<file path="src/adc_seq_consts.svh">
// register map, field positions and reset values of the sequence controller
// assumes inclusion by bare name from the controller and its testbench
`ifndef ADC_SEQ_CONSTS_SVH
`define ADC_SEQ_CONSTS_SVH
// word indices; byte address is four times the index
`define IDX_FLAG_CTL    6'h02
`define IDX_SEQ_CTL     6'h03
`define IDX_STATUS0     6'h06
`define IDX_CCF         6'h0B
`define IDX_RES_BASE    3'h2
// sequence control fields
`define SEQ_CTL_RESET   8'h20
`define SEQ_CTL_MASK    8'h7F
`define LEN_HI          6
`define LEN_LO          3
`define FIFO_BIT        2
`define FRZ_HI          1
`define FRZ_LO          0
`define FAST_CLR_BIT    6
`define FRZ_CONTINUE    2'h0
`define FRZ_RESERVED    2'h1
`define FRZ_FINISH      2'h2
`define FRZ_NOW         2'h3
`define LEN_FULL        4'h8
`define CNT_LAST        3'h7
`endif

</file>
<file path="src/adc_seq_pkg.sv">
// types shared by the sequence controller and its result file
// assumes adc_seq_consts.svh is on the include path
package adc_seq_pkg;
  // one conversion result handed over by the converter core
  typedef struct packed {
    logic       valid;
    logic [9:0] data;
  } conv_result_t;

  // freeze handling states, one-hot
  typedef enum logic [2:0] {
    FZ_RUN    = 3'b001,
    FZ_DRAIN  = 3'b010,
    FZ_FROZEN = 3'b100
  } freeze_state_t;
endpackage

</file>
<file path="src/result_file.sv">
// eight result slots with their conversion complete flags
// assumes one clock, synchronous active-high reset
`timescale 1ns/1ps
module result_file
  import adc_seq_pkg::*;
(
  input  wire logic       clk_i,
  input  wire logic       rst_i,
  input  wire logic       wr_en_i,
  input  wire logic [2:0] wr_idx_i,
  input  wire logic [9:0] wr_data_i,
  input  wire logic [7:0] clr_mask_i,
  input  wire logic [2:0] rd_idx_i,
  output logic      [9:0] rd_data_o,
  output logic      [7:0] ccf_o
);
  logic [9:0] slot_q [8];

  // ****************************************
  // per-slot storage and flag
  // ****************************************
  genvar gi;
  generate
    for (gi = 0; gi < 8; gi++)
    begin : g_slot
      // data kept on write, value cleared to zero by reset
      always_ff @(posedge clk_i)
      begin
        if (rst_i)
          slot_q[gi] <= 10'h000;
        else if (wr_en_i && wr_idx_i == 3'(gi))
          slot_q[gi] <= wr_data_i;
      end

      // set wins over a clear in the same cycle, so no result is lost
      always_ff @(posedge clk_i)
      begin
        if (rst_i)
          ccf_o[gi] <= 1'b0;
        else if (wr_en_i && wr_idx_i == 3'(gi))
          ccf_o[gi] <= 1'b1;
        else if (clr_mask_i[gi])
          ccf_o[gi] <= 1'b0;
      end
    end
  endgenerate

  assign rd_data_o = slot_q[rd_idx_i];
endmodule // result_file

</file>
<file path="src/adc_sequence_fifo_freeze_ctrl.sv">
// sequence length, result placement and freeze control of an a/d controller
// assumes a classic wishbone master and a converter core on the same clock
//
// Behaviour
// - writing sequence control aborts a running sequence and starts nothing
// - length code 0 or top bit set gives eight, else one to seven
// - reset leaves length code at four conversions
// - without fifo mode, result n of a sequence goes to slot n
// - fifo mode keeps the counter across sequence end and scan restart
// - fifo mode counter wraps from last slot back to slot zero
// - conversion counter readable in status register zero
// - abort, control register write or start_i pulse clears the counter, fifo mode too
// - one complete flag per slot, set when that slot receives a result
// - freeze field: continue, reserved, finish then freeze, freeze now
// - freeze behaviour applies while the debug breakpoint is asserted
// - fast clear: any slot access clears flag; else status read then slot read
//
// Implementation choice: register access over Wishbone.
`timescale 1ns/1ps
`include "adc_seq_consts.svh"
module adc_sequence_fifo_freeze_ctrl
  import adc_seq_pkg::*;
(
  input  wire logic         clk_i,
  input  wire logic         rst_i,
  input  wire logic         wb_cyc_i,
  input  wire logic         wb_stb_i,
  input  wire logic         wb_we_i,
  input  wire logic [7:0]   wb_adr_i,
  input  wire logic [3:0]   wb_sel_i,
  input  wire logic [31:0]  wb_dat_i,
  output logic      [31:0]  wb_dat_o,
  output logic              wb_ack_o,
  input  wire logic         abort_i,
  input  wire logic         start_i,
  input  wire logic         scan_i,
  input  wire logic         external_trigger_mode_i,
  input  wire logic         freeze_i,
  input  wire logic         conv_busy_i,
  input  wire conv_result_t conv_result_i,
  output logic      [3:0]   seq_len_o,
  output logic              fifo_mode_o,
  output logic              abort_o,
  output logic              seq_done_o,
  output logic              conv_enable_o,
  output logic              halt_o
);
  // ****************************************
  // declarations
  // ****************************************
  logic [7:0]    seq_ctl_q;
  logic          fast_clr_q;
  logic [2:0]    cnt_q;
  logic [3:0]    pos_q;
  logic          active_q;
  logic [7:0]    armed_q;
  logic [7:0]    clr_mask;
  logic [7:0]    ccf;
  logic [9:0]    rd_res;
  logic [5:0]    word;
  logic          req;
  logic          acc;
  logic          wr_acc;
  logic          rd_acc;
  logic          res_hit;
  logic          accept;
  logic          last;
  logic          clear_cnt;
  logic [3:0]    code;
  logic [1:0]    frz;
  freeze_state_t fz_q;

  assign word    = wb_adr_i[7:2];
  assign req     = wb_cyc_i && wb_stb_i;
  assign acc     = req && wb_ack_o;
  assign wr_acc  = acc && wb_we_i && wb_sel_i[0];
  assign rd_acc  = acc && !wb_we_i;
  assign res_hit = word[5:3] == `IDX_RES_BASE;
  assign code    = seq_ctl_q[`LEN_HI:`LEN_LO];
  assign frz     = seq_ctl_q[`FRZ_HI:`FRZ_LO];

  // ****************************************
  // wishbone slave
  // ****************************************
  // ack one cycle after the request; the access acts on the ack edge
  always_ff @(posedge clk_i)
  begin
    if (rst_i)
      wb_ack_o <= 1'b0;
    else
      wb_ack_o <= req && !wb_ack_o;
  end

  // read data registered with the ack; unmapped words read zero
  always_ff @(posedge clk_i)
  begin
    if (rst_i)
      wb_dat_o <= 32'h0000_0000;
    else if (req && !wb_ack_o)
    begin
      wb_dat_o <= 32'h0000_0000;
      if (res_hit)
        wb_dat_o[9:0] <= rd_res;
      else
        unique case (word)
          `IDX_SEQ_CTL:  wb_dat_o[7:0] <= seq_ctl_q;
          `IDX_FLAG_CTL: wb_dat_o[`FAST_CLR_BIT] <= fast_clr_q;
          `IDX_STATUS0:  wb_dat_o[7:0] <= {3'h0, halt_o, active_q, cnt_q};
          `IDX_CCF:      wb_dat_o[7:0] <= ccf;
          default:       wb_dat_o <= 32'h0000_0000;
        endcase
    end
  end

  // ****************************************
  // control registers
  // ****************************************
  // reserved bit seven never stores
  always_ff @(posedge clk_i)
  begin
    if (rst_i)
      seq_ctl_q <= `SEQ_CTL_RESET;
    else if (wr_acc && word == `IDX_SEQ_CTL)
      seq_ctl_q <= wb_dat_i[7:0] & `SEQ_CTL_MASK;
  end

  always_ff @(posedge clk_i)
  begin
    if (rst_i)
      fast_clr_q <= 1'b0;
    else if (wr_acc && word == `IDX_FLAG_CTL)
      fast_clr_q <= wb_dat_i[`FAST_CLR_BIT];
  end

  // length decode: zero and any code with bit three set mean eight
  always_comb
  begin
    if (code == 4'h0 || code[3])
      seq_len_o = `LEN_FULL;
    else
      seq_len_o = {1'b0, code[2:0]};
  end

  assign fifo_mode_o = seq_ctl_q[`FIFO_BIT];

  // ****************************************
  // abort and sequence tracking
  // ****************************************
  // a write to either control register aborts; neither one starts
  always_ff @(posedge clk_i)
  begin
    if (rst_i)
      abort_o <= 1'b0;
    else
      abort_o <= wr_acc && (word == `IDX_SEQ_CTL || word == `IDX_FLAG_CTL);
  end

  // results are taken only inside a sequence
  assign accept    = conv_result_i.valid && active_q;
  assign last      = pos_q + 4'h1 == seq_len_o;
  assign clear_cnt = abort_o || abort_i || start_i;

  // scan restarts the sequence; otherwise the sequence ends
  always_ff @(posedge clk_i)
  begin
    if (rst_i)
    begin
      active_q <= 1'b0;
      pos_q    <= 4'h0;
    end
    else if (abort_o || abort_i)
    begin
      active_q <= 1'b0;
      pos_q    <= 4'h0;
    end
    else if (start_i)
    begin
      active_q <= 1'b1;
      pos_q    <= 4'h0;
    end
    else if (accept)
    begin
      pos_q    <= last ? 4'h0 : pos_q + 4'h1;
      active_q <= !last || scan_i;
    end
  end

  always_ff @(posedge clk_i)
  begin
    if (rst_i)
      seq_done_o <= 1'b0;
    else
      seq_done_o <= accept && last && !clear_cnt;
  end

  // counter: fifo mode rolls on through sequence edges, else follows position
  always_ff @(posedge clk_i)
  begin
    if (rst_i)
      cnt_q <= 3'h0;
    else if (clear_cnt)
      cnt_q <= 3'h0;
    else if (accept && fifo_mode_o)
      cnt_q <= cnt_q + 3'h1;
    else if (accept)
      cnt_q <= last ? 3'h0 : cnt_q + 3'h1;
  end

  // ****************************************
  // flag clearing
  // ****************************************
  // normal mode: a status read arms the flags it saw, a slot read clears
  always_ff @(posedge clk_i)
  begin
    if (rst_i)
      armed_q <= 8'h00;
    else if (rd_acc && word == `IDX_CCF)
      armed_q <= ccf;
    else if (rd_acc && res_hit)
      armed_q[word[2:0]] <= 1'b0;
  end

  always_comb
  begin
    clr_mask = 8'h00;
    if (acc && res_hit && fast_clr_q)
      clr_mask[word[2:0]] = 1'b1;
    else if (rd_acc && res_hit && armed_q[word[2:0]])
      clr_mask[word[2:0]] = 1'b1;
  end

  result_file u_results (
    .clk_i      (clk_i),
    .rst_i      (rst_i),
    .wr_en_i    (accept && !clear_cnt),
    .wr_idx_i   (cnt_q),
    .wr_data_i  (conv_result_i.data),
    .clr_mask_i (clr_mask),
    .rd_idx_i   (word[2:0]),
    .rd_data_o  (rd_res),
    .ccf_o      (ccf)
  );

  // ****************************************
  // breakpoint freeze
  // ****************************************
  // reserved code 01 behaves as continue; immediate freeze may cost accuracy
  always_ff @(posedge clk_i)
  begin
    if (rst_i)
      fz_q <= FZ_RUN;
    else
      unique case (fz_q)
        FZ_RUN:
          if (freeze_i && frz == `FRZ_NOW)
            fz_q <= FZ_FROZEN;
          else if (freeze_i && frz == `FRZ_FINISH)
            fz_q <= conv_busy_i ? FZ_DRAIN : FZ_FROZEN;
        FZ_DRAIN:
          if (!freeze_i)
            fz_q <= FZ_RUN;
          else if (!conv_busy_i)
            fz_q <= FZ_FROZEN;
        FZ_FROZEN:
          if (!freeze_i)
            fz_q <= FZ_RUN;
        default:
          fz_q <= FZ_RUN;
      endcase
  end

  assign halt_o        = fz_q == FZ_FROZEN;
  // draining lets the running conversion finish but starts no new one
  assign conv_enable_o = active_q && fz_q == FZ_RUN;

  // ****************************************
  // checks
  // ****************************************
  AST_WR_ABORT: assert property (@(posedge clk_i) disable iff (rst_i)
    wr_acc && word == `IDX_SEQ_CTL |=> abort_o ##1 !active_q)
    else $error("control write did not abort the sequence");

  AST_LEN_DONE: assert property (@(posedge clk_i) disable iff (rst_i)
    accept && pos_q + 4'h1 == seq_len_o && !clear_cnt |=> seq_done_o && pos_q == 4'h0)
    else $error("sequence did not end at its length");

  AST_RESET_LEN: assert property (@(posedge clk_i)
    rst_i |=> seq_len_o == 4'h4 && !fifo_mode_o)
    else $error("length after reset is not four");

  AST_SLOT_INDEX: assert property (@(posedge clk_i) disable iff (rst_i)
    accept && !fifo_mode_o && !clear_cnt |-> cnt_q == pos_q[2:0])
    else $error("result slot differs from sequence position");

  AST_FIFO_KEEP: assert property (@(posedge clk_i) disable iff (rst_i)
    accept && fifo_mode_o && last && cnt_q != `CNT_LAST && !clear_cnt
    |=> cnt_q != 3'h0)
    else $error("fifo counter reset at sequence end");

  AST_FIFO_WRAP: assert property (@(posedge clk_i) disable iff (rst_i)
    accept && fifo_mode_o && cnt_q == `CNT_LAST && !clear_cnt |=> cnt_q == 3'h0)
    else $error("fifo counter did not wrap");

  AST_STATUS_CNT: assert property (@(posedge clk_i) disable iff (rst_i)
    req && !wb_ack_o && !wb_we_i && word == `IDX_STATUS0
    |=> wb_ack_o && wb_dat_o[2:0] == $past(cnt_q))
    else $error("status read lost the counter");

  AST_CLEAR_CNT: assert property (@(posedge clk_i) disable iff (rst_i)
    clear_cnt |=> cnt_q == 3'h0)
    else $error("counter not cleared by abort or start");

  AST_FLAG_SET: assert property (@(posedge clk_i) disable iff (rst_i)
    accept && !clear_cnt |=> ccf[$past(cnt_q)])
    else $error("complete flag not set for written slot");

  AST_FRZ_NOW: assert property (@(posedge clk_i) disable iff (rst_i)
    fz_q != FZ_DRAIN && freeze_i && frz == `FRZ_NOW |=> halt_o)
    else $error("immediate freeze not entered");

  AST_FRZ_CONT: assert property (@(posedge clk_i) disable iff (rst_i)
    fz_q == FZ_RUN && frz == `FRZ_CONTINUE |=> !halt_o)
    else $error("continue mode froze");

  AST_FAST_CLR: assert property (@(posedge clk_i) disable iff (rst_i)
    acc && res_hit && fast_clr_q && !(accept && cnt_q == word[2:0])
    |=> !ccf[$past(word[2:0])])
    else $error("fast clear left the flag set");

  AST_FRZ_DRAIN: assert property (@(posedge clk_i) disable iff (rst_i)
    fz_q == FZ_DRAIN && freeze_i && !conv_busy_i |=> halt_o)
    else $error("finish then freeze did not freeze after the conversion");

  AST_FRZ_RSVD: assert property (@(posedge clk_i) disable iff (rst_i)
    fz_q == FZ_RUN && frz == `FRZ_RESERVED |=> !halt_o)
    else $error("reserved freeze code froze");

  AST_THAW: assert property (@(posedge clk_i) disable iff (rst_i)
    !freeze_i |=> !halt_o)
    else $error("halt held after the breakpoint ended");

  AST_ABORT_END: assert property (@(posedge clk_i) disable iff (rst_i)
    abort_o || abort_i |=> !active_q && !seq_done_o)
    else $error("abort left the sequence running");
endmodule // adc_sequence_fifo_freeze_ctrl

</file>
<file path="config.mk">
export PLATFORM = sky130hd
export DESIGN_NAME = adc_sequence_fifo_freeze_ctrl
export DESIGN_NICKNAME = d
export VERILOG_FILES = /design/src/adc_seq_pkg.sv /design/src/result_file.sv /design/src/adc_sequence_fifo_freeze_ctrl.sv
export VERILOG_INCLUDE_DIRS = /design/src
export SDC_FILE = /design/constraint.sdc
export NUM_CORES = 1
export LEC_CHECK = 0
export BUFFER_PORTS_ARGS = -buffer_cell sky130_fd_sc_hd__buf_2
export CORE_UTILIZATION = 55
export DETAILED_ROUTE_END_ITERATION = 10
export PLACE_DENSITY = 0.79
export SYNTH_ARGS = -nofsm -noshare
export SYNTH_HDL_FRONTEND = slang
export SYNTH_SLANG_ARGS = --single-unit
</file>
<file path="constraint.sdc">
create_clock -name clk_i -period 3.55 [get_ports clk_i]
set_input_delay 0.355 -clock clk_i [delete_from_list [all_inputs] [get_ports clk_i]]
set_output_delay 0.355 -clock clk_i [all_outputs]
set_load 0.05 [all_outputs]
</file>
Yosys cells after proc, flatten, opt, wreduce, memory -nomap -nowiden
Memory sizes are Yosys's and may differ from the RTL's.
Cells that the tools add are included.
{ "word_totals": {"wordCells": 188, "memories": 1, "regBits": 48, "ramBits": 80} }
{ "op_classes": {"eq_ne": 21, "n_mux": 76, "bitwise_logic": 10, "n_addsub": 2, "reduce_logical": 57, "order_cmp": 2} }
{ "mem_list": {"columns": ["memory", "words", "width", "read_ports", "rd_clocked_by_memory_dff", "wr", "line", "text"], "rows": [
  ["u_results.slot_q", 8, 10, 1, 0, 8, "result_file.sv:17", "logic [9:0] slot_q [8];"]
]} }
{ "ops": {"columns": ["operator", "count"], "rows": [
  ["10-bit two-way mux", 9],
  ["1-bit two-way mux", 47],
  ["8-bit two-way mux", 4],
  ["1-bit logical AND", 31],
  ["3-bit two-way mux", 9],
  ["2-bit nonzero test", 11],
  ["6-bit one-hot mux with 3 select lines", 1],
  ["3-bit equality test, second input constant", 5],
  ["3-bit by 2-bit equality test with 1-bit output, second input constant", 4],
  ["6-bit by 2-bit equality test with 1-bit output, second input constant", 2],
  ["3-bit one-hot mux with 3 select lines", 1],
  ["8-bit bitwise AND", 1],
  ["4-bit two-way mux", 2],
  ["8-bit NOT", 1],
  ["1-bit OR", 8],
  ["3-bit by 1-bit equality test with 1-bit output, second input constant", 2],
  ["6-bit by 3-bit equality test with 1-bit output, second input constant", 1],
  ["6-bit by 4-bit equality test with 1-bit output, second input constant", 1],
  ["3-bit != test, second input constant", 2],
  ["1-bit logical OR", 5],
  ["4-bit by 1-bit adder with 4-bit output, second input constant", 1],
  ["2-bit equality test, second input constant", 2],
  ["4-bit equality test", 1],
  ["1-bit zero test", 4],
  ["12 further kinds", 13]
]} }

Depth between registers and ports, before layout
Gate-level depths: netlist of the first run.
{ "depth": {"depth_word": 9, "ltp_mapped": 8, "mapped_depth_nobuf": 6} }

Cells and area by module
A second synthesis of the first run with hierarchy kept.
{ "hier_totals": {"cells_unflattened": 547, "hier_area_um2": 6388.6} }
{ "modules_own_cells": {"columns": ["module", "instances", "seq_area_each_um2", "cells_each", "area_per_inst_um2"], "rows": [
  ["result_file", 1, 2562.5, 267, 3996.3],
  ["adc_sequence_fifo_freeze_ctrl", 1, 800.8, 280, 2392.3]
]} }

Least setup slack after synthesis of the first run
Ideal clock, no wire load.
{ "synth_timing": {"path_type": "register to register", "start": "register seq_ctl_q[4]", "end": "register pos_q[3]", "period_less_slack_ns": 2.173, "path_slack_ns": 1.377, "setup_time_ns": 0.123, "arrival_ns": 2.050, "stages_incl_launch_ff": 6, "t_required_ns": 3.427, "path_cell_list": "dfxtp_1 or2_1 o21ai_0 nand2_1 o21ai_1 a21oi_1"} }
{ "synth_via": {"elab_chain_cells": 5} }
{ "synth_rtl": {"columns": ["element", "line", "text"], "rows": [
  ["from (decl)", "adc_sequence_fifo_freeze_ctrl.sv:51", "logic [7:0] seq_ctl_q;"],
  ["from (signal assigned)", "adc_sequence_fifo_freeze_ctrl.sv:122", "seq_ctl_q <= `SEQ_CTL_RESET;"],
  ["from (signal assigned)", "adc_sequence_fifo_freeze_ctrl.sv:124", "seq_ctl_q <= wb_dat_i[7:0] & `SEQ_CTL_MASK;"],
  ["4-bit zero test", "adc_sequence_fifo_freeze_ctrl.sv:138", "if (code == 4'h0 || code[3])"],
  ["1-bit logical OR", "adc_sequence_fifo_freeze_ctrl.sv:138", null],
  ["4-bit two-way mux", "adc_sequence_fifo_freeze_ctrl.sv:138", null],
  ["via seq_len_o[3]", "adc_sequence_fifo_freeze_ctrl.sv:41", "output logic [3:0] seq_len_o,"],
  ["4-bit equality test", "adc_sequence_fifo_freeze_ctrl.sv:160", "assign last = pos_q + 4'h1 == seq_len_o;"],
  ["4-bit two-way mux", "adc_sequence_fifo_freeze_ctrl.sv:183", "pos_q <= last ? 4'h0 : pos_q + 4'h1;"],
  ["to (signal assigned)", "adc_sequence_fifo_freeze_ctrl.sv:183", null],
  ["to (decl)", "adc_sequence_fifo_freeze_ctrl.sv:54", "logic [3:0] pos_q;"]
]} }
The timed path passes the listed nets, and every way through them passes these cells.
A chain may end at the register's enable or synchronous reset.

==> results of run 1 <==
## state kept, by name, summed over array words and instances, names as in the netlist
register	count
abort_o	1
active_q	1
armed_q	8
cnt_q	3
fast_clr_q	1
fz_q	3
pos_q	4
seq_ctl_q	7
seq_done_o	1
u_results.ccf_o	8
u_results.slot_q	80
wb_ack_o	1
wb_dat_o	10
## power breakdown
part,switching (mW),internal [mW],total (mW)
combinational,0.205,0.0681,0.273
clock,0.604,1.07,1.68
sequential,0.0135,1.62,1.63
## kinds of logic after synthesis
group | synth area share, %
flip-flops | 50.75
adder cells (fa/ha/maj) | 1.321
XOR/XNOR | 0.8685
buffers and inverters | 6.060
AND/OR/NAND/NOR | 22.31
multiplexers | 6.664
AO/OA/AOI/OAI | 11.97
other | 0.05658
## worst reg2reg max path: stages, from the launching register on
cell and delay [ns]:
sky130_fd_sc_hd__dfxtp_1 0.44, sky130_fd_sc_hd__nand2_1 0.37, sky130_fd_sc_hd__nor4_2 0.56, sky130_fd_sc_hd__and2_1 0.26
sky130_fd_sc_hd__nand2_1 0.06, sky130_fd_sc_hd__nand2_1 0.50
## cell usage in the layout (no fill, tap or decap), types with 3 or more instances in the layout
| cell type | n |
|---|---|
| sky130_fd_sc_hd__nand3b_1 | 3 |
| sky130_fd_sc_hd__buf_2 | 54 |
| sky130_fd_sc_hd__clkbuf_16 | 19 |
| sky130_fd_sc_hd__and2_1 | 52 |
| sky130_fd_sc_hd__nor2_1 | 19 |
| sky130_fd_sc_hd__xor2_1 | 3 |
| sky130_fd_sc_hd__mux2_2 | 5 |
| sky130_fd_sc_hd__o21ai_1 | 6 |
| sky130_fd_sc_hd__a221oi_1 | 4 |
| sky130_fd_sc_hd__mux2i_1 | 16 |
| sky130_fd_sc_hd__a211oi_1 | 7 |
| sky130_fd_sc_hd__a21o_1 | 3 |
| sky130_fd_sc_hd__nand3_1 | 34 |
| sky130_fd_sc_hd__a21oi_1 | 28 |
| sky130_fd_sc_hd__dfxtp_1 | 48 |
| sky130_fd_sc_hd__a41o_1 | 7 |
| sky130_fd_sc_hd__and3_1 | 49 |
| sky130_fd_sc_hd__conb_1 | 22 |
| sky130_fd_sc_hd__nand2_1 | 41 |
| sky130_fd_sc_hd__a22o_1 | 4 |
| sky130_fd_sc_hd__inv_1 | 6 |
| sky130_fd_sc_hd__a22oi_1 | 10 |
| sky130_fd_sc_hd__nor2b_1 | 9 |
| sky130_fd_sc_hd__nor3b_1 | 6 |
| sky130_fd_sc_hd__nor3_1 | 6 |
| sky130_fd_sc_hd__clkbuf_1 | 5 |
| sky130_fd_sc_hd__mux4_2 | 10 |
| sky130_fd_sc_hd__nor3_2 | 3 |
| sky130_fd_sc_hd__edfxtp_1 | 80 |
| sky130_fd_sc_hd__ha_1 | 7 |
| sky130_fd_sc_hd__a31oi_1 | 5 |
| sky130_fd_sc_hd__o21ai_0 | 17 |
## metrics by stage
stage                     setup WS, ns  hold slack (ns)  utilization [%]  cells  power [mW]
final                           0.9946           0.1579            63.68    789       3.580
after detailed placement         1.027           0.4470            58.73    758       1.927
after global placement           1.081           0.4459            58.73    758       1.920
after global routing            0.8375           0.1611            63.68    789       3.673
after floorplan                  1.377           0.4268                -    622       1.867
after CTS                        1.026           0.1553            63.68    789       3.580
## path summary, 6_finish.rpt
check | startpoint | end | slack [ns] | depth (start not counted)
worst min-delay path | wb_dat_i[5] | seq_ctl_q[5]$_SDFFE_PP1P_ | 0.16 | 3
worst max register to register | active_q$_SDFFE_PP0P_ | u_results.slot_q[2][8]$_SDFFCE_PN0P_ | 0.99 | 5
worst max-delay path | active_q$_SDFFE_PP0P_ | u_results.slot_q[2][8]$_SDFFCE_PN0P_ | 0.99 | 5
worst min register to register | wb_dat_o[9]$_SDFFE_PP0P_ | wb_dat_o[9]$_SDFFE_PP0P_ | 0.45 | 2
## cell type report
| type | count | area share, % |
|---|---|---|
| multi-input combinational | 425 | 39.94 |
| clock buffer | 26 | 7.085 |
| clock inverter | 5 | 0.6966 |
| sequential | 128 | 45.67 |
| inverter | 6 | 0.3058 |
| timing repair buffer | 56 | 3.874 |
| tap | 143 | 2.430 |
## metal layers
layer	track usage, %	wire (µm)
met1	34.04	6313
met2	45.09	8156
met4	12.79	482
met5	0	0
met3	7.077	1472
## synth_stat cells (7+ instances only)
cell and count:
sky130_fd_sc_hd__buf_4 29, sky130_fd_sc_hd__mux2i_1 16, sky130_fd_sc_hd__edfxtp_1 80, sky130_fd_sc_hd__and3_1 49, sky130_fd_sc_hd__mux4_2 10, sky130_fd_sc_hd__buf_2 9, sky130_fd_sc_hd__a211oi_1 7, sky130_fd_sc_hd__and2_1 52
sky130_fd_sc_hd__clkbuf_1 22, sky130_fd_sc_hd__a21oi_1 28, sky130_fd_sc_hd__nor2b_1 9, sky130_fd_sc_hd__nand2_1 41, sky130_fd_sc_hd__nor2_1 19, sky130_fd_sc_hd__ha_1 7, sky130_fd_sc_hd__a22oi_1 10, sky130_fd_sc_hd__dfxtp_1 48
sky130_fd_sc_hd__nand3_1 34, sky130_fd_sc_hd__o21ai_0 17, sky130_fd_sc_hd__a41o_1 7
==> reports/results.env, run 1 <==
RESULT_OF_THE_RUN='complete, but fails checks'
VIOLATIONS='design-rule violations'
GR-USAGE-ALL-LAYERS_PCT=27.47
CELLLEAKAGEPOWER_nW=3.003
CRITICAL_PATH.CELL_CHAIN='nand2_1, nor4_2, and2_1, nand2_1, nand2_1'
GLOBAL_ROUTE_WIRE_LENGTH_BEFORE_REPAIR_UM=25710
LAYOUT_WORST_PATH_CYCLE_SHARE_PCT=71.98
CTS_INSERTED_BUFFERS=17
PATH_MAX_FANOUT=13
RELSLEWSLACK_PCT=50.14
FINAL_DESIGN_AREA_NO_FILL_UM2=7365
ANTENNA_FOUND_INITIAL=0
CRITPATHMOSTFREQUENTCELL='sky130_fd_sc_hd__nand2_1'
POSTSYNTH.TOPFLOPCELL='sky130_fd_sc_hd__edfxtp_1'
CTS_TREE='done'
DRT-INITIAL-DRC-COUNT=628
CTS.SINKS=128
WORST_IR_DROP_VDD_mV=0.3279
POST_DR_WIRELENGTH_CELL_UM=20.82
PATH_CLK_SLEW_NS=0.05
SYNTH_TOP_CELL_AREA_SHARE_PCT=36.25
SYNTHESIS.YOSYS.WARNINGS=0
POSTROUTEANTENNANETS=0
ROWS=39
CTS.HTREE.LEVELS=4
GPL.FINAL_WEIGHTED_CONGESTION=0.8914
ANTENNA_CELLS_INSERTED=0
CP.ARRIVAL_NS=2.61
DIE_H_UM=111.8
HPWLAFTERDP_UM=10540
POSTROUTEWIRELENGTH_UM=16420
RSZ0062_AT_GRT='false'
CRIT_PATH_END_KIND='flip-flop'
CHIPWIDTH_UM=111.8
PATH_DELAY_FAMILY='simple AND/OR/NAND/NOR gates'
FF_LATCH_AREA_UM2=3363
SYNTH_LARGEST_AREA_CELL='sky130_fd_sc_hd__edfxtp_1'
CTS_RESIZED=0
CLOCK_TREE.BUFFER_DEPTH=2
GLOBALROUTEOVERFLOWTOTAL=0
CP-START-KIND='flip-flop'
DRCVIOLATIONCOUNT=9
FINISH.NET_COUNT=707
WORST_EP_REQUIRED_TIME_NS=3.60
FLOW.AREA_GROWTH_FROM_SYNTHESIS_PCT=11.12
SETUP_VIOLATIONS=0
POST_SYNTH_INSTANCE_AREA_UM2=6628
PORTS_PLACED_ON_THE_BOUNDARY=108
TIMING_WORST_SLEW_PIN_VALUE_NS=0.7447
POSTSYNTH.ASYNCRESETSHARE_PCT=0
POST_SYNTH_NUM_CELL_TYPES=73
REPORT.FINAL.HOLD_VIOL_COUNT=0
ROUTE.VIAS.TOTAL=5052
MAX_STAGE_DELAY_NS=0.56
PLACED_STANDARD_CELL_AREA_UM2=6792
GRT_START_MAX_NET_PINS=34
DETAIL_ROUTE.VIAS_PER_CELL=6.403
FILLERS=888
MAX_FREQ_GHz=0.3913
PLACE.PORT_BUFFERS=54
DRT_PASS1_ITERATIONS=8
SYNTH-EDFF-COUNT=80
FINAL-MAX-SLEW-VIOLATION-COUNT=0
DRIVE_ABOVE_1_SHARE_PCT=18.42
DIE-AREA_UM2=12490
SYN_AREA_PER_CELL_UM2=11.03
CLOCK-SKEW-FINAL_NS=0.005250
FIRST_GLOBAL_VIAS=4907
SYNTH_SEQ_AREA_SHARE_PCT=50.75
MULTIINPUTGATEAREA_UM2=2942
CTS_POST_SETUP_BUFFERS_INSERTED=0
INITIAL_UTILIZATION_PCT=57.31
POWER_PER_CELL_AREA_nW_PER_UM2=486.1
CRIT_TYPE='flip-flop to flip-flop'
CPMAXSTAGEDELAYCELL='sky130_fd_sc_hd__nor4_2'
LAYOUT_MIN_CYCLE_TIME_NS=2.555
SETUP-TNS-FINAL_NS=0
CORE_AREA_UM2=11560
CTS.ROOT.BUFFER_CELL='sky130_fd_sc_hd__clkbuf_16'
MIN-DELAY-PATH-CLASS='input pin to flip-flop'
MAX-CAP-VIOLATIONS=0
POSTSYNTHREGISTERBITS=128
CRITICAL_PATH.N_BUFFERS_INVERTERS=0
HOLD_BUFFERS=0
SYNTH.TOP_CELLS.BY_AREA='sky130_fd_sc_hd__edfxtp_1 36%, sky130_fd_sc_hd__dfxtp_1 14%, sky130_fd_sc_hd__and2_1 4.9%, sky130_fd_sc_hd__and3_1 4.6%, sky130_fd_sc_hd__mux4_2 3.4%'
SYNTH_CELLS=601
CLOCK_LATENCY_NS=0.42
No activity file was read; power rests on OpenSTA's default activity.
==> run 2, diff against run 1 <==
- clock period: 3.55 -> 2.56 ns (I/O delays scaled with it)
==> reports/results.env, run 2 (same netlist as run 1, synthesis figures left out) <==
RESULT_OF_THE_RUN='complete, but fails checks'  # unchanged
VIOLATIONS='design-rule violations'  # unchanged
CPMAXSTAGEDELAYCELL='sky130_fd_sc_hd__dfxtp_1'  # was sky130_fd_sc_hd__nor4_2
CLOCK_TREE.BUFFER_DEPTH=2  # unchanged
PATH_CLK_SLEW_NS=0.05  # about the same
POWER_FRAC_COMB_PCT=7.9  # was 7.6%
PATH_MAX_FANOUT=12  # was 13
TIMING.HOLD.WS_NS=0.04704  # was 0.1579 ns
MIN-DELAY-PATH-CLASS='input pin to flip-flop'  # unchanged
DETAIL_ROUTE.VIAS_PER_CELL=6.288  # was 6.403
FINAL-INSTANCE-COUNT-EXCL-FILL=813  # was 789
REPORT.FINAL.HOLD_VIOL_COUNT=0  # unchanged
NUMPLACEDINSTANCES=780  # was 758
FINAL_DESIGN_AREA_NO_FILL_UM2=7561  # was 7365 µm²
POSTROUTEANTENNANETS=0  # unchanged
CLOCK_POWER_SHARE_PCT=47.4  # was 46.9%
RSZ0062_AT_GRT='false'  # unchanged
CRIT_TYPE='flip-flop to flip-flop'  # unchanged
GLOBAL_ROUTE_WIRE_LENGTH_BEFORE_REPAIR_UM=26290  # was 25710 µm
MAX-CAP-VIOLATIONS=0  # unchanged
DRT_PASS1_ITERATIONS=8  # unchanged
PLACE.PORT_BUFFERS=54  # unchanged
DIE-AREA_UM2=12490  # unchanged
PATH_DELAY_FAMILY='adder cells'  # was simple AND/OR/NAND/NOR gates
PLACED_STANDARD_CELL_AREA_UM2=6969  # was 6792 µm²
INITIAL_UTILIZATION_PCT=57.31  # unchanged
CRITICAL_PATH.N_BUFFERS_INVERTERS=1  # was 0
SETUP_VIOLATIONS=0  # unchanged
PORTS_PLACED_ON_THE_BOUNDARY=108  # unchanged
POSTROUTEWIRELENGTH_UM=16810  # was 16420 µm
CP-START-KIND='flip-flop'  # unchanged
MAX_STAGE_DELAY_NS=0.49  # was 0.56 ns
SWSHARE_PCT=22.81  # was 22.98%
FIN_UTIL_PCT=65.38  # was 63.68%
CTS_TREE='done'  # unchanged
GRTUSAGEMET1_PCT=35.76  # was 34.04%
POWER_PER_CELL_AREA_nW_PER_UM2=668.7  # was 486.1 nW/µm²
LARGEST_REG_FLOPS=80  # unchanged
CTS.ROOT.BUFFER_CELL='sky130_fd_sc_hd__clkbuf_16'  # unchanged
WORST_IR_DROP_VDD_mV=0.3821  # was 0.3279 mV
CELLLEAKAGEPOWER_nW=3.135  # was 3.003 nW
CLOCK_LATENCY_NS=0.43  # was 0.42 ns
PRECTSSETUPSLACK_NS=0.3574  # was 1.027 ns
GLOBALROUTEOVERFLOWTOTAL=0  # unchanged
POST_DR_WIRELENGTH_CELL_UM=20.68  # was 20.82 µm
PWR-SHARE-SEQ_PCT=44.7  # was 45.5%
LAYOUT_MIN_CYCLE_TIME_NS=2.105  # was 2.555 ns
DRIVE_ABOVE_1_SHARE_PCT=21.52  # was 18.42%
RELSLEWSLACK_PCT=50.08  # was 50.14%
CRIT_PATH_END_KIND='flip-flop'  # unchanged
TIMING_WORST_SLEW_PIN_VALUE_NS=0.7489  # was 0.7447 ns
COMMONEST_NON_FILL_NON_TAP_CELL_IN_THE_LAYOUT='sky130_fd_sc_hd__edfxtp_1'  # unchanged
LARGEST_REGISTERS='u_results.slot_q x80, wb_dat_o x10'  # unchanged
ANTENNA_FOUND_INITIAL=1  # was 0
FINAL_CRITICAL_PATH_SETUP_SLACK_NS=0.4548  # was 0.9946 ns
FINAL-MAX-SLEW-VIOLATION-COUNT=0  # unchanged
LAYOUT.CELLS.MOST_COMMON_LIST='80 x sky130_fd_sc_hd__edfxtp_1, 54 x sky130_fd_sc_hd__buf_2, 52 x sky130_fd_sc_hd__and2_1'  # unchanged
CTS.HTREE.LEVELS=4  # unchanged
CTS_INSERTED_BUFFERS=17  # unchanged
CTS.SINKS=128  # unchanged
POWER.SWITCHING_mW=1.153  # was 0.8227 mW
CTS_POST_SETUP_BUFFERS_INSERTED=0  # unchanged
HOLD_BUFFERS=0  # unchanged
HPWLAFTERDP_UM=10890  # was 10540 µm
DIE_H_UM=111.8  # unchanged
DRCVIOLATIONCOUNT=9  # unchanged
DRT-INITIAL-DRC-COUNT=490  # was 628
REGMOSTFLOPS='u_results.slot_q'  # unchanged
GRT_BUSIEST_LAYER='met2'  # unchanged
ROUTE.VIAS.TOTAL=5112  # was 5052
CORE_AREA_UM2=11560  # unchanged
GLOBALROUTEMET3UTIL_PCT=6.424  # was 7.077%
FINISH.NET_COUNT=729  # was 707
ROWS=39  # unchanged
FLOW.AREA_GROWTH_FROM_SYNTHESIS_PCT=14.08  # was 11.12%
CTS_RESIZED=0  # unchanged
CLOCK-SKEW-FINAL_NS=0.01155  # was 0.005250 ns
WORST_EP_REQUIRED_TIME_NS=2.69  # was 3.60 ns
P_INT_mW=3.902  # was 2.758 mW
CP.ARRIVAL_NS=2.24  # was 2.61 ns
GRT_START_MAX_NET_PINS=36  # was 34
MAX_FREQ_GHz=0.4750  # was 0.3913 GHz
FIRST_GLOBAL_VIAS=4937  # was 4907
GPL.FINAL_WEIGHTED_CONGESTION=0.8658  # was 0.8914
FINAL_POWER_mW=5.056  # was 3.580 mW
GRTUSAGEMET2_PCT=45.22  # was 45.09%
GR-USAGE-ALL-LAYERS_PCT=27.97  # was 27.47%
SETUP-TNS-FINAL_NS=0  # unchanged
LAYOUT_WORST_PATH_CYCLE_SHARE_PCT=82.23  # was 71.98%
CRITICAL_PATH.CELL_CHAIN='ha_1, ha_1, nand2_1, nand2_1, buf_4'  # was nand2_1, nor4_2, and2_1, nand2_1, nand2_1
CHIPWIDTH_UM=111.8  # unchanged
## run 2: cell count changes in the layout (fill, tap and decap cells not counted)
cell | before | now
sky130_fd_sc_hd__clkbuf_8 | 2 | 5
sky130_fd_sc_hd__clkbuf_16 | 19 | 17
sky130_fd_sc_hd__clkinv_1 | 1 | 0
sky130_fd_sc_hd__diode_2 | 0 | 1
sky130_fd_sc_hd__buf_4 | 2 | 23
sky130_fd_sc_hd__clkinv_2 | 2 | 4
sky130_fd_sc_hd__bufinv_16 | 1 | 2
sky130_fd_sc_hd__clkinvlp_4 | 1 | 0
sky130_fd_sc_hd__clkbuf_1 | 5 | 4
sky130_fd_sc_hd__buf_12 | 0 | 1
## run 2: worst reg2reg max path: stages, from the launching register on
cell and delay (ns):
sky130_fd_sc_hd__dfxtp_1 0.49, sky130_fd_sc_hd__ha_1 0.26, sky130_fd_sc_hd__ha_1 0.50, sky130_fd_sc_hd__nand2_1 0.09, sky130_fd_sc_hd__nand2_1 0.24, sky130_fd_sc_hd__buf_4 0.23
## run 2: power by group through the flow
stage,Sequential (mW),Combinational [mW],Clock (mW)
after floorplan,2.32,0.267,0
final,2.26,0.399,2.40
after global placement,2.30,0.383,0
after global routing,2.26,0.421,2.50
after CTS,2.26,0.396,2.41
after detailed placement,2.30,0.391,0
## run 2: layout make-up
type                       instances  area, µm²
antenna                            1      2.502
clock buffer                      26      509.2
clock inverter                     6      80.08
fill                             865       4004
inverter                           6      22.52
multi-input combinational        425       2942
sequential                       128       3363
tap                              143      178.9
timing repair buffer              78      462.9
## run 2: metal layers
metal,vias to the layer above,wire length [µm]
met3,45,1487
li1,2301,-
met2,283,8312
met1,2483,6518
met5,-,0
met4,0,495
## run 2: final timing paths
check	startpoint	endpoint	slack, ns	cells after the start
max	cnt_q[0]$_SDFFE_PP0P_	u_results.slot_q[3][7]$_SDFFCE_PN0P_	0.45	5
min	wb_dat_i[5]	seq_ctl_q[5]$_SDFFE_PP1P_	0.05	3
max reg2reg	cnt_q[0]$_SDFFE_PP0P_	u_results.slot_q[3][7]$_SDFFCE_PN0P_	0.45	5
min reg2reg	wb_dat_o[8]$_SDFFE_PP0P_	wb_dat_o[8]$_SDFFE_PP0P_	0.45	2
